## config.mk

```make
export PLATFORM = sky130hd
export DESIGN_NAME = async_serial_receiver
export DESIGN_NICKNAME = d
export VERILOG_FILES = /design/src/common/serial_rx_pkg.sv /design/src/hw/async_serial_receiver.sv
export SDC_FILE = /design/constraint.sdc
export NUM_CORES = 1
export LEC_CHECK = 0
export BUFFER_PORTS_ARGS = -buffer_cell sky130_fd_sc_hd__buf_2
export CORE_MARGIN = 3
export CORE_UTILIZATION = 50
export CTS_CLUSTER_DIAMETER = 200
export DETAILED_ROUTE_END_ITERATION = 12
export PLACE_DENSITY = 0.71
export REMOVE_ABC_BUFFERS = 1
export SKIP_CTS_REPAIR_TIMING = 1
export SLEW_MARGIN = 10
export SYNTH_ARGS = -nofsm -noshare
export SYNTH_HDL_FRONTEND = slang
export SYNTH_SLANG_ARGS = --single-unit
```

## constraint.sdc

```tcl
create_clock -name clock -period 1.8 [get_ports clock]
set_input_delay 0.36 -clock clock [delete_from_list [all_inputs] [get_ports clock]]
set_output_delay 0.36 -clock clock [all_outputs]
set_load 0.03 [all_outputs]
```

## src/common/serial_rx_pkg.sv

```systemverilog
/*
 * Constants for the asynchronous serial receiver: register offsets, field
 * positions, the control reset value, oversampling figures and the frame state codes.
 * Assumes a byte-wide register port with a two-bit word address.
 */
package serial_rx_pkg;
    localparam int ADDR_W = 2;
    localparam int DATA_W = 8;

    // register word offsets
    localparam logic [ADDR_W-1:0] OFS_CTRL = 2'h0;
    localparam logic [ADDR_W-1:0] OFS_STATUS = 2'h1;
    localparam logic [ADDR_W-1:0] OFS_DATA = 2'h2;
    localparam logic [ADDR_W-1:0] OFS_EXTRA = 2'h3;

    // control register fields
    localparam int CTL_CHAR9 = 0;
    localparam int CTL_WAKE_ADDR = 1;
    localparam int CTL_IDLE_AFTER_STOP = 2;
    localparam int CTL_PARITY_EN = 3;
    localparam int CTL_PARITY_ODD = 4;
    localparam int CTL_STANDBY = 5;
    localparam int CTL_RX_IRQ_EN = 6;
    localparam int CTL_IDLE_IRQ_EN = 7;
    localparam logic [DATA_W-1:0] CTRL_RESET = 8'h00;

    // status register fields
    localparam int STA_RX_FULL = 0;
    localparam int STA_IDLE = 1;
    localparam int STA_OVERRUN = 2;
    localparam int STA_NOISE = 3;
    localparam int STA_FRAMING = 4;
    localparam int STA_PARITY = 5;
    localparam int STA_BREAK = 6;
    localparam int STA_BUSY = 7;

    // oversampling: ticks per bit, sample points, data bit counts and idle lengths in bits
    localparam logic [4:0] TICKS_PER_BIT = 5'h10;
    localparam logic [4:0] TICK_FIRST = 5'h01;
    localparam logic [4:0] TICK_V1 = 5'h03;
    localparam logic [4:0] TICK_V2 = 5'h05;
    localparam logic [4:0] TICK_V3 = 5'h07;
    localparam logic [4:0] TICK_M1 = 5'h08;
    localparam logic [4:0] TICK_M2 = 5'h09;
    localparam logic [4:0] TICK_M3 = 5'h0a;
    localparam logic [4:0] TICK_EARLY = 5'h0c;
    localparam logic [3:0] BITS_8 = 4'h8;
    localparam logic [3:0] BITS_9 = 4'h9;
    localparam logic [7:0] IDLE_BITS_8 = 8'h0a;
    localparam logic [7:0] IDLE_BITS_9 = 8'h0b;

    typedef enum logic [3:0] {
        ST_HUNT = 4'b0001,
        ST_START = 4'b0010,
        ST_DATA = 4'b0100,
        ST_STOP = 4'b1000
    } frame_state_e;
endpackage : serial_rx_pkg

```

## src/hw/async_serial_receiver.sv

```systemverilog
/*
 * Receive half of an asynchronous serial port: start-bit hunt and check,
 * majority-vote bit recovery at 16 ticks per bit, receive buffer, error flags,
 * standby with address-mark or idle-line wakeup, and one interrupt request.
 * Assumes rx_sample_tick is a one-cycle strobe at sixteen times the baud rate
 * and that all inputs are synchronous to clock.
 */
// Notes on behaviour
// - 8 or 9 data bits; extra bit holds bit8/bit7
// - complete character loads buffer, sets receive-full
// - receive-full with enable raises interrupt
// - line sampled on sixteen-times-baud tick
// - resync after start bit and 1-to-0 change
// - start is 0 after three 1s; count 16
// - start checked at ticks 3,5,7; two ones abort
// - start patterns 001/010/100 set noise
// - data bit is majority of ticks 8-10
// - start ones at ticks 8-10 only flag noise
// - stop majority 0 is framing error; mixed noise
// - framing error set with receive-full, breaks included
// - realign on valid falling edges inside character
// - standby suppresses all receiver interrupts
// - address mark wakes and sets receive-full
// - waking idle sets neither idle nor full
// - idle count starts after start or stop
// - idle-wake standby may wake at once
// - idle after 10/11 ones; interrupt when enabled
// - overrun keeps old character, drops new
// - break clears buffer and extra bit, sets break
// - parity checked odd or even when enabled
`timescale 1ns/10ps
module async_serial_receiver
    import serial_rx_pkg::*;
(
    input wire logic clock, // module clock
    input wire logic rst_n, // asynchronous reset, active low
    input wire logic rx_sample_tick, // strobe at 16x baud
    input wire logic rx_serial_pin, // receive line
    input wire logic [ADDR_W-1:0] reg_addr, // register word address
    input wire logic [DATA_W-1:0] reg_wdata, // write data
    input wire logic reg_wr, // write strobe
    input wire logic reg_rd, // read strobe
    output logic [DATA_W-1:0] reg_rdata, // read data, cycle after strobe
    output logic rx_irq // receiver interrupt request
);
    function automatic logic majority(input logic [2:0] s);
        return (s[0] & s[1]) | (s[0] & s[2]) | (s[1] & s[2]);
    endfunction : majority

    function automatic logic mixed(input logic [2:0] s);
        return (s != 3'h0) && (s != 3'h7);
    endfunction : mixed

    frame_state_e state_q;
    logic [4:0] tick_cnt_q;
    logic [3:0] bit_idx_q;
    logic [8:0] shift_q;
    logic [2:0] hist_q;
    logic [2:0] trio_q;
    logic [1:0] verify_q;
    logic noise_acc_q;
    logic prev_bit_q;
    logic last_sample_q;
    logic [7:0] idle_cnt_q;
    logic idle_armed_q;
    logic [DATA_W-1:0] ctrl_q;
    logic [7:0] buffer_q;
    logic extra_q;
    logic full_q, idle_q, overrun_q, noise_q, framing_q, parity_q, break_q;

    logic smp;
    logic [2:0] trio_now;
    logic verify_fail, edge_fall, early_edge, late_edge, bit_end, done;
    logic [3:0] nbits;
    logic [7:0] idle_limit;
    logic [8:0] data_now;
    logic stop_bit, char_noise, char_break, char_parity, msb;
    logic standby, accept, idle_hit, rd_data, wr_ctrl;

    assign smp = rx_serial_pin;
    assign nbits = ctrl_q[CTL_CHAR9] ? BITS_9 : BITS_8;
    assign trio_now = {trio_q[1:0], smp};
    assign verify_fail = majority({verify_q, smp});
    assign edge_fall = rx_sample_tick && last_sample_q && !smp && prev_bit_q;
    // a fall after the sample window belongs to the next bit, one before it is a late bit
    assign early_edge = edge_fall && (tick_cnt_q >= TICK_EARLY);
    assign late_edge = edge_fall && (tick_cnt_q > TICK_FIRST) && (tick_cnt_q <= TICK_V3);
    assign bit_end = (rx_sample_tick && tick_cnt_q == TICKS_PER_BIT) || early_edge;
    assign done = rx_sample_tick && state_q == ST_STOP && tick_cnt_q == TICK_M3;

    // stop-bit evaluation and character summary
    assign stop_bit = majority(trio_now);
    // character aligned to bit 0; in 8-bit mode the low shift bit is stale
    assign data_now = ctrl_q[CTL_CHAR9] ? shift_q : {1'b0, shift_q[8:1]};
    assign msb = shift_q[8];
    assign char_noise = noise_acc_q | mixed(trio_now);
    assign char_break = (data_now == 9'h000) && !stop_bit;
    assign char_parity = ctrl_q[CTL_PARITY_EN] &&
        (((ctrl_q[CTL_CHAR9] ? ^shift_q : ^shift_q[8:1])) != ctrl_q[CTL_PARITY_ODD]);
    assign standby = ctrl_q[CTL_STANDBY];
    // in idle-wake standby no character is taken; in address standby only a marked one
    assign accept = done && (!standby || (ctrl_q[CTL_WAKE_ADDR] && msb));

    assign idle_limit = ctrl_q[CTL_CHAR9] ? 8'(IDLE_BITS_9 * TICKS_PER_BIT) : 8'(IDLE_BITS_8 * TICKS_PER_BIT);
    assign idle_hit = rx_sample_tick && smp && idle_armed_q && (idle_cnt_q == idle_limit - 8'h01);
    assign rd_data = reg_rd && reg_addr == OFS_DATA;
    assign wr_ctrl = reg_wr && reg_addr == OFS_CTRL;

    // frame sequencer: hunt, start check, data bits, stop bit
    always_ff @(posedge clock or negedge rst_n) begin
        if (!rst_n) begin
            state_q <= ST_HUNT;
            tick_cnt_q <= TICK_FIRST;
            bit_idx_q <= 4'h0;
            shift_q <= 9'h000;
            hist_q <= 3'h0;
            trio_q <= 3'h0;
            verify_q <= 2'h0;
            noise_acc_q <= 1'b0;
            prev_bit_q <= 1'b0;
            last_sample_q <= 1'b1;
        end else if (rx_sample_tick) begin
            hist_q <= {hist_q[1:0], smp};
            last_sample_q <= smp;
            tick_cnt_q <= bit_end || late_edge ? TICK_FIRST : tick_cnt_q + 5'h01;
            if (tick_cnt_q == TICK_V1) begin
                verify_q[1] <= smp;
            end
            if (tick_cnt_q == TICK_V2) begin
                verify_q[0] <= smp;
            end
            if (tick_cnt_q == TICK_M1 || tick_cnt_q == TICK_M2) begin
                trio_q <= trio_now;
            end
            case (state_q)
                ST_HUNT: begin
                    prev_bit_q <= 1'b0;
                    if (hist_q == 3'h7 && !smp) begin
                        state_q <= ST_START;
                        tick_cnt_q <= TICK_FIRST + 5'h01; // this tick was the first
                        noise_acc_q <= 1'b0;
                    end else begin
                        tick_cnt_q <= TICK_FIRST;
                    end
                end
                ST_START: begin
                    if (tick_cnt_q == TICK_V3) begin
                        if (verify_fail) begin
                            state_q <= ST_HUNT;
                            tick_cnt_q <= TICK_FIRST;
                        end else if (verify_q != 2'h0 || smp) begin
                            noise_acc_q <= 1'b1;
                        end
                    end
                    if (tick_cnt_q == TICK_M3 && trio_now != 3'h0) begin
                        noise_acc_q <= 1'b1;
                    end
                    if (tick_cnt_q == TICKS_PER_BIT) begin
                        state_q <= ST_DATA;
                        bit_idx_q <= 4'h0;
                    end
                end
                ST_DATA, ST_STOP: begin
                    if (tick_cnt_q == TICK_M3) begin
                        prev_bit_q <= majority(trio_now);
                        if (state_q == ST_DATA) begin
                            shift_q <= {majority(trio_now), shift_q[8:1]};
                            if (mixed(trio_now)) begin
                                noise_acc_q <= 1'b1;
                            end
                        end else begin
                            state_q <= ST_HUNT;
                        end
                    end
                    if (bit_end && state_q == ST_DATA) begin
                        bit_idx_q <= bit_idx_q + 4'h1;
                        if (bit_idx_q == nbits - 4'h1) begin
                            state_q <= ST_STOP;
                        end
                    end
                end
                default: begin
                    state_q <= ST_HUNT;
                end
            endcase
        end
    end

    // idle-line counter in ticks of continuous mark
    always_ff @(posedge clock or negedge rst_n) begin
        if (!rst_n) begin
            idle_cnt_q <= 8'h00;
            idle_armed_q <= 1'b0;
        end else begin
            if (rx_sample_tick) begin
                if (!smp || (ctrl_q[CTL_IDLE_AFTER_STOP] && state_q != ST_HUNT)) begin
                    idle_cnt_q <= 8'h00;
                end else if (idle_cnt_q != idle_limit) begin
                    idle_cnt_q <= idle_cnt_q + 8'h01;
                end
            end
            // rearmed by a character or by entering standby, so one idle per gap
            if (state_q == ST_START || (wr_ctrl && reg_wdata[CTL_STANDBY])) begin
                idle_armed_q <= 1'b1;
            end else if (idle_hit) begin
                idle_armed_q <= 1'b0;
            end
        end
    end

    // control register; software set of standby wins over a wakeup in the same cycle
    always_ff @(posedge clock or negedge rst_n) begin
        if (!rst_n) begin
            ctrl_q <= CTRL_RESET;
        end else if (wr_ctrl) begin
            ctrl_q <= reg_wdata;
        end else if (standby && ctrl_q[CTL_WAKE_ADDR] && accept) begin
            ctrl_q[CTL_STANDBY] <= 1'b0;
        end else if (standby && !ctrl_q[CTL_WAKE_ADDR] && idle_hit) begin
            ctrl_q[CTL_STANDBY] <= 1'b0;
        end
    end

    // receive buffer and flags; a set in the clearing cycle wins
    always_ff @(posedge clock or negedge rst_n) begin
        if (!rst_n) begin
            buffer_q <= 8'h00;
            extra_q <= 1'b0;
            full_q <= 1'b0;
            idle_q <= 1'b0;
            overrun_q <= 1'b0;
            noise_q <= 1'b0;
            framing_q <= 1'b0;
            parity_q <= 1'b0;
            break_q <= 1'b0;
        end else begin
            if (rd_data) begin
                full_q <= 1'b0;
                idle_q <= 1'b0;
                overrun_q <= 1'b0;
                noise_q <= 1'b0;
                framing_q <= 1'b0;
                parity_q <= 1'b0;
                break_q <= 1'b0;
            end
            if (accept && full_q && !rd_data) begin
                overrun_q <= 1'b1;
            end else if (accept) begin
                buffer_q <= char_break ? 8'h00 : data_now[7:0];
                extra_q <= char_break ? 1'b0 : msb;
                full_q <= 1'b1;
                noise_q <= char_noise;
                framing_q <= !stop_bit;
                parity_q <= char_parity;
                break_q <= char_break;
            end
            if (idle_hit && !standby) begin
                idle_q <= 1'b1;
            end
        end
    end

    // register read port and interrupt request
    always_ff @(posedge clock or negedge rst_n) begin
        if (!rst_n) begin
            reg_rdata <= 8'h00;
            rx_irq <= 1'b0;
        end else begin
            rx_irq <= !standby && ((full_q && ctrl_q[CTL_RX_IRQ_EN]) ||
                (idle_q && ctrl_q[CTL_IDLE_IRQ_EN]));
            reg_rdata <= 8'h00;
            if (reg_rd) begin
                case (reg_addr)
                    OFS_CTRL: reg_rdata <= ctrl_q;
                    OFS_STATUS: reg_rdata <= {state_q != ST_HUNT, break_q, parity_q, framing_q,
                        noise_q, overrun_q, idle_q, full_q};
                    OFS_DATA: reg_rdata <= buffer_q;
                    OFS_EXTRA: reg_rdata <= {7'h00, extra_q};
                    default: reg_rdata <= 8'h00;
                endcase
            end
        end
    end
endmodule : async_serial_receiver

```

# Yosys cells after proc, flatten, opt, wreduce, memory -nomap -nowiden
# Cells that the tools add are included.
# totals
regBits	74
latch_bits	0
ram_bits	0
romBits	0
input_bits	16
output_inout_bits	9
memories	0
# classes
add_sub_neg	5
n_mul	0
div_mod_pow	0
magnitude_cmp	3
n_eq_ne	32
shifts	0
muxes	61
bitwise	12
n_reduce_logical	72
# ops
cell	count
$mux 4	10
$mux 1	35
$logic_and 1x1->1	34
$mux 8	4
$pmux 8 s4	1
$mux 5	4
$ne 3x3->1 const B	6
$eq 5x4->1 const B	3
$reduce_bool 2->1	7
$ne 2x2->1 const B	6
$pmux 4 s3	1
$reduce_and 4->1	3
$eq 5x3->1 const B	2
$pmux 5 s2	1
$reduce_and 2->1	5
$logic_not 9->1	1
$mux 9	1
$reduce_and 9->1	1
$reduce_bool 3->1	3
$reduce_xor 9->1	1
$add 8x1->8 const B	1
$eq 8x8->1	1
$logic_or 1x1->1	8
$ne 8x8->1	1
31 further kinds	45

# Depth between registers and ports, before layout
# logic_depth
word_depth	10
mapped_depth	8
ltp_nobuf	7

# Worst setup path after synthesis
# OpenSTA, ideal clock, no wires.
# synth_timing
path_kind	register to register
from	register state_q[0]
to	register idle_cnt_q[3]
setup_ps	66
arrival_time_ps	1838
required_ps	1734
setup_slack_ps	-104
path_stages_with_launch	7
n_path_buf	1
path_cell_list	dfstp_2 > buf_4 > nor4b_4 > o21ai_2 > and2_4 > or4_1 > nand2_1
# synth_between
elab_chain_cells	5
# synth_lines
element	line_no	source
from (decl)	async_serial_receiver.sv:54	frame_state_e state_q;
from (signal assigned)	async_serial_receiver.sv:112	state_q <= ST_HUNT;
from (signal assigned)	async_serial_receiver.sv:139	state_q <= ST_START;
from (signal assigned)	async_serial_receiver.sv:149	state_q <= ST_HUNT;
$ne 4x1->1 *	async_serial_receiver.sv:196	if (!smp || (ctrl_q[CTL_IDLE_AFTER_STOP] && state_q != ST_HUNT)) begin
$logic_and 1x1->1 *	async_serial_receiver.sv:196	
$logic_or 1x1->1 *	async_serial_receiver.sv:196	
$reduce_bool 2->1 (no line)	--	
$reduce_and 2->1 (no line)	--	
to (signal assigned)	async_serial_receiver.sv:199	idle_cnt_q <= idle_cnt_q + 8'h01;
to (decl)	async_serial_receiver.sv:64	logic [7:0] idle_cnt_q;
# Every way passes the cells marked *; elsewhere a longest branch is shown, timed or not.
# A chain may end at the register's enable or synchronous reset.

# Worst setup path in the final report
# layout_timing
from	register state_q[0]
to	register noise_acc_q
# layout_between
elab_chain_cells	4
# layout_lines
element	line_no	source
$eq 4x4->1 or $eq 4x3->1 (tied branches)	async_serial_receiver.sv:135, async_serial_receiver.sv:166	
$reduce_or 2->1	async_serial_receiver.sv:135	case (state_q)
$ne 2x2->1 (no line) or $reduce_bool 3->1 (tied branches)	--	
$reduce_and 9->1 (no line)	--	
to (signal assigned)	async_serial_receiver.sv:141	noise_acc_q <= 1'b0;
to (signal assigned)	async_serial_receiver.sv:152	noise_acc_q <= 1'b1;
to (signal assigned)	async_serial_receiver.sv:156	noise_acc_q <= 1'b1;
to (decl)	async_serial_receiver.sv:61	logic noise_acc_q;
# Parallel ways exist; a longest one is shown, timed or not.

==> flow_metrics.tcl <==
set metrics [dict create \
    rows 31 \
    yosysWarnings 0 \
    htree_levels 3 \
    dieWidth_um 95.0 \
    setup_violations 12 \
    async_reset_ff_frac 1.00 \
    r2r-start "state_q[0]" \
    grt_start_max_net_pins 31 \
    endpoint_kind "flop" \
    rsz0062_at_grt "true" \
    antenna_found_initial 0 \
    r2r_cells 5 \
    worst-slew-pin-transition_ps 528 \
    max_slew_margin 0.648 \
    synth_cells 386 \
    fin_util 0.671 \
    failed_checks "negative setup slack" \
    period_needed_ps 1870 \
    avgViaCountPerCell 5.81 \
    clk_path_buf_depth 2 \
    finalClockSkew_ps 14.3 \
    hold_path_class "input pin to flop" \
    synth_edf_count 0 \
    startpoint_type "flop" \
    port_buffers 24 \
    drcViolationCount 0 \
    place_area_mm2 0.00451 \
    grt_pass1_vias 3102 \
    postSynthAreaPerCell_um2 10.3 \
    startpoint "state_q[0]" \
    crit_required_ps 2040 \
    status "finished with violations" \
    fin_nets 484 \
    dpl.hpwl_um 6620 \
    grt_usage 0.214 \
    drive_above_1_share 0.367 \
    hold_viol_final 0 \
    ant_nets 0 \
    ios 25 \
    critPathMaxFanout 6 \
    totalWireLength_um 9440 \
    peakVddDrop_mv 0.717 \
    slew_violations 0 \
    yosysUniqueCellTypes 66 \
    leakage_uw 0.00226 \
    diodes 0 \
    crit_type "flop to flop" \
    mostFrequentLayoutCells "dfrtp_1 (67), buf_4 (47), nand2_1 (46), o21ai_0 (28), buf_2 (24)" \
    final_common_cell "dfrtp_1" \
    drtPass1Iterations 4 \
    die_h_um 95.0 \
    setup_ws_ps -65.1 \
    max_cap_viol_count 0 \
    via_count 3285 \
    core_mm2 0.00745 \
    power_uw 5410 \
    fp.dieArea_mm2 0.00902 \
    wl_per_cell_um 16.7 \
    cts_tree "done" \
    cts_root_buf "clkbuf_8" \
    clock_latency_ps 350 \
    start_util 0.532 \
    fmax_mhz 536 \
    grt-ovfl-total 0 \
    worstPathArrival_ps 2110 \
    clkTransAtPathRegs_ps 80 \
    netlist_area_mm2 0.00396 \
    reg2reg_slack_ps -70 \
    r2r-end "noise_acc_q" \
    gp_congestion 0.882 \
    yosys_register_bits 74 \
    seq_area_frac_synth 0.469 \
    power_density_mw_per_mm2 1080 \
    period_share 1.04 \
    endpoint "noise_acc_q" \
    design_area_mm2 0.00500 \
    synthToLayoutAreaGrowth_pct 26.2 \
    synthFlopType "dfrtp_1" \
    cts-buffers-inserted 9 \
    grt_pass1_wl_um 15000 \
    hold_depth 2 \
    drt_first_iter_violations 204 \
    cts_num_sinks 74 \
]
-- routing by layer --
layer	GRT usage	routed length (um)	vias up	part of all wire
met5	0	0	-	0
met3	0.0550	374	16	0.040
met1	0.303	4410	1633	0.47
met2	0.323	4530	76	0.48
li1	-	-	1560	-
met4	0.0685	131	0	0.014
-- registers in the layout (all words and copies together), names as in the netlist --
signal / count
ctrl_q: 8
trio_q: 2
framing_q: 1
idle_cnt_q: 8
parity_q: 1
prev_bit_q: 1
state_q: 4
overrun_q: 1
rx_irq: 1
noise_acc_q: 1
idle_armed_q: 1
noise_q: 1
last_sample_q: 1
buffer_q: 8
bit_idx_q: 4
extra_q: 1
tick_cnt_q: 5
verify_q: 2
idle_q: 1
break_q: 1
hist_q: 3
reg_rdata: 8
full_q: 1
shift_q: 9
-- how the worst min path moves through the flow --
stage / slack [ps] / startpoint / end
4_1_cts: -10 / rst_n / idle_cnt_q[1]
3_5_place_dp: 370 / rst_n / idle_cnt_q[3]
2_1_floorplan: 60 / rst_n / bit_idx_q[0]
6_report: 230 / reg_wdata[7] / ctrl_q[7]
3_3_place_gp: 370 / rst_n / idle_cnt_q[3]
5_1_grt: 220 / reg_wdata[1] / ctrl_q[1]
-- layout make-up --
cell class,count,area [um^2]
Clock inverter,6,68.8
Inverter,14,52.6
Tap cell,99,124
Fill cell,578,2450
Multi-Input combinational cell,282,2170
Clock buffer,10,128
Sequential cell,74,1860
Timing Repair Buffer,80,591
-- critical path, stage by stage (launching register included) --
cell and delay [ps]:
dfstp_2 590, or4b_4 500, o21ai_2 180, o21bai_1 150, a2111oi_0 90, o221a_2 260
-- through the flow --
stage | std cells | setup TNS [ps] | setup slack [ps] | hold slack [ps]
6_report | 565 | -349 | -65.1 | 234
5_1_grt | 565 | -1910 | -135 | 220
4_1_cts | 556 | -1500 | -85.5 | -10.2
3_5_place_dp | 540 | -675 | -76.6 | 368
3_3_place_gp | 540 | -278 | -35.0 | 370
2_1_floorplan | 370 | -1210 | -277 | 64.4
-- synthesized netlist by cell type, drive strengths merged, types with 2 or more instances --
| library cell | count | share of area |
|---|---|---|
| and2 | 10 | 0.016 |
| nor3 | 8 | 0.011 |
| xnor3 | 2 | 0.011 |
| nor4 | 4 | 0.0063 |
| xor2 | 4 | 0.0088 |
| nand4 | 5 | 0.0079 |
| and4bb | 3 | 0.0095 |
| and4b | 2 | 0.0051 |
| o31ai | 3 | 0.0057 |
| a21oi | 10 | 0.013 |
| a211oi | 2 | 0.0051 |
| a31oi | 8 | 0.013 |
| a21o | 4 | 0.0076 |
| nor2b | 2 | 0.0032 |
| or4 | 4 | 0.0076 |
| nor4b | 4 | 0.016 |
| nor2 | 13 | 0.012 |
| o211ai | 4 | 0.0076 |
| nand3 | 17 | 0.021 |
| o22ai | 3 | 0.0047 |
| mux2i | 14 | 0.035 |
| dfstp | 3 | 0.020 |
| clkbuf | 9 | 0.0085 |
| or4b | 3 | 0.0076 |
| nor3b | 3 | 0.0070 |
| mux2 | 22 | 0.063 |
| nand2b | 5 | 0.0079 |
| inv | 13 | 0.012 |
| dfrtp | 71 | 0.45 |
| o21ai | 41 | 0.054 |
| nand2 | 48 | 0.046 |
| and3 | 2 | 0.0032 |
| ha | 7 | 0.022 |
| buf | 7 | 0.0095 |
| xnor2 | 6 | 0.013 |
-- cell families after synthesis --
kind of cell | after synthesis | synth area share
AND/OR/NAND/NOR | 137 | 0.196
AO/OA/AOI/OAI | 88 | 0.142
flip-flops | 74 | 0.469
multiplexers | 37 | 0.104
buffers and inverters | 30 | 0.0313
XOR/XNOR | 12 | 0.0335
adder cells (fa/ha/maj) | 8 | 0.0247
-- where the power goes --
part           switching [uW]  internal (uW)  total, uW
sequential                292           1880       2170
combinational             954            997       1950
clock                     638            645       1280
Note: power is estimated with default switching activity, not from simulation.
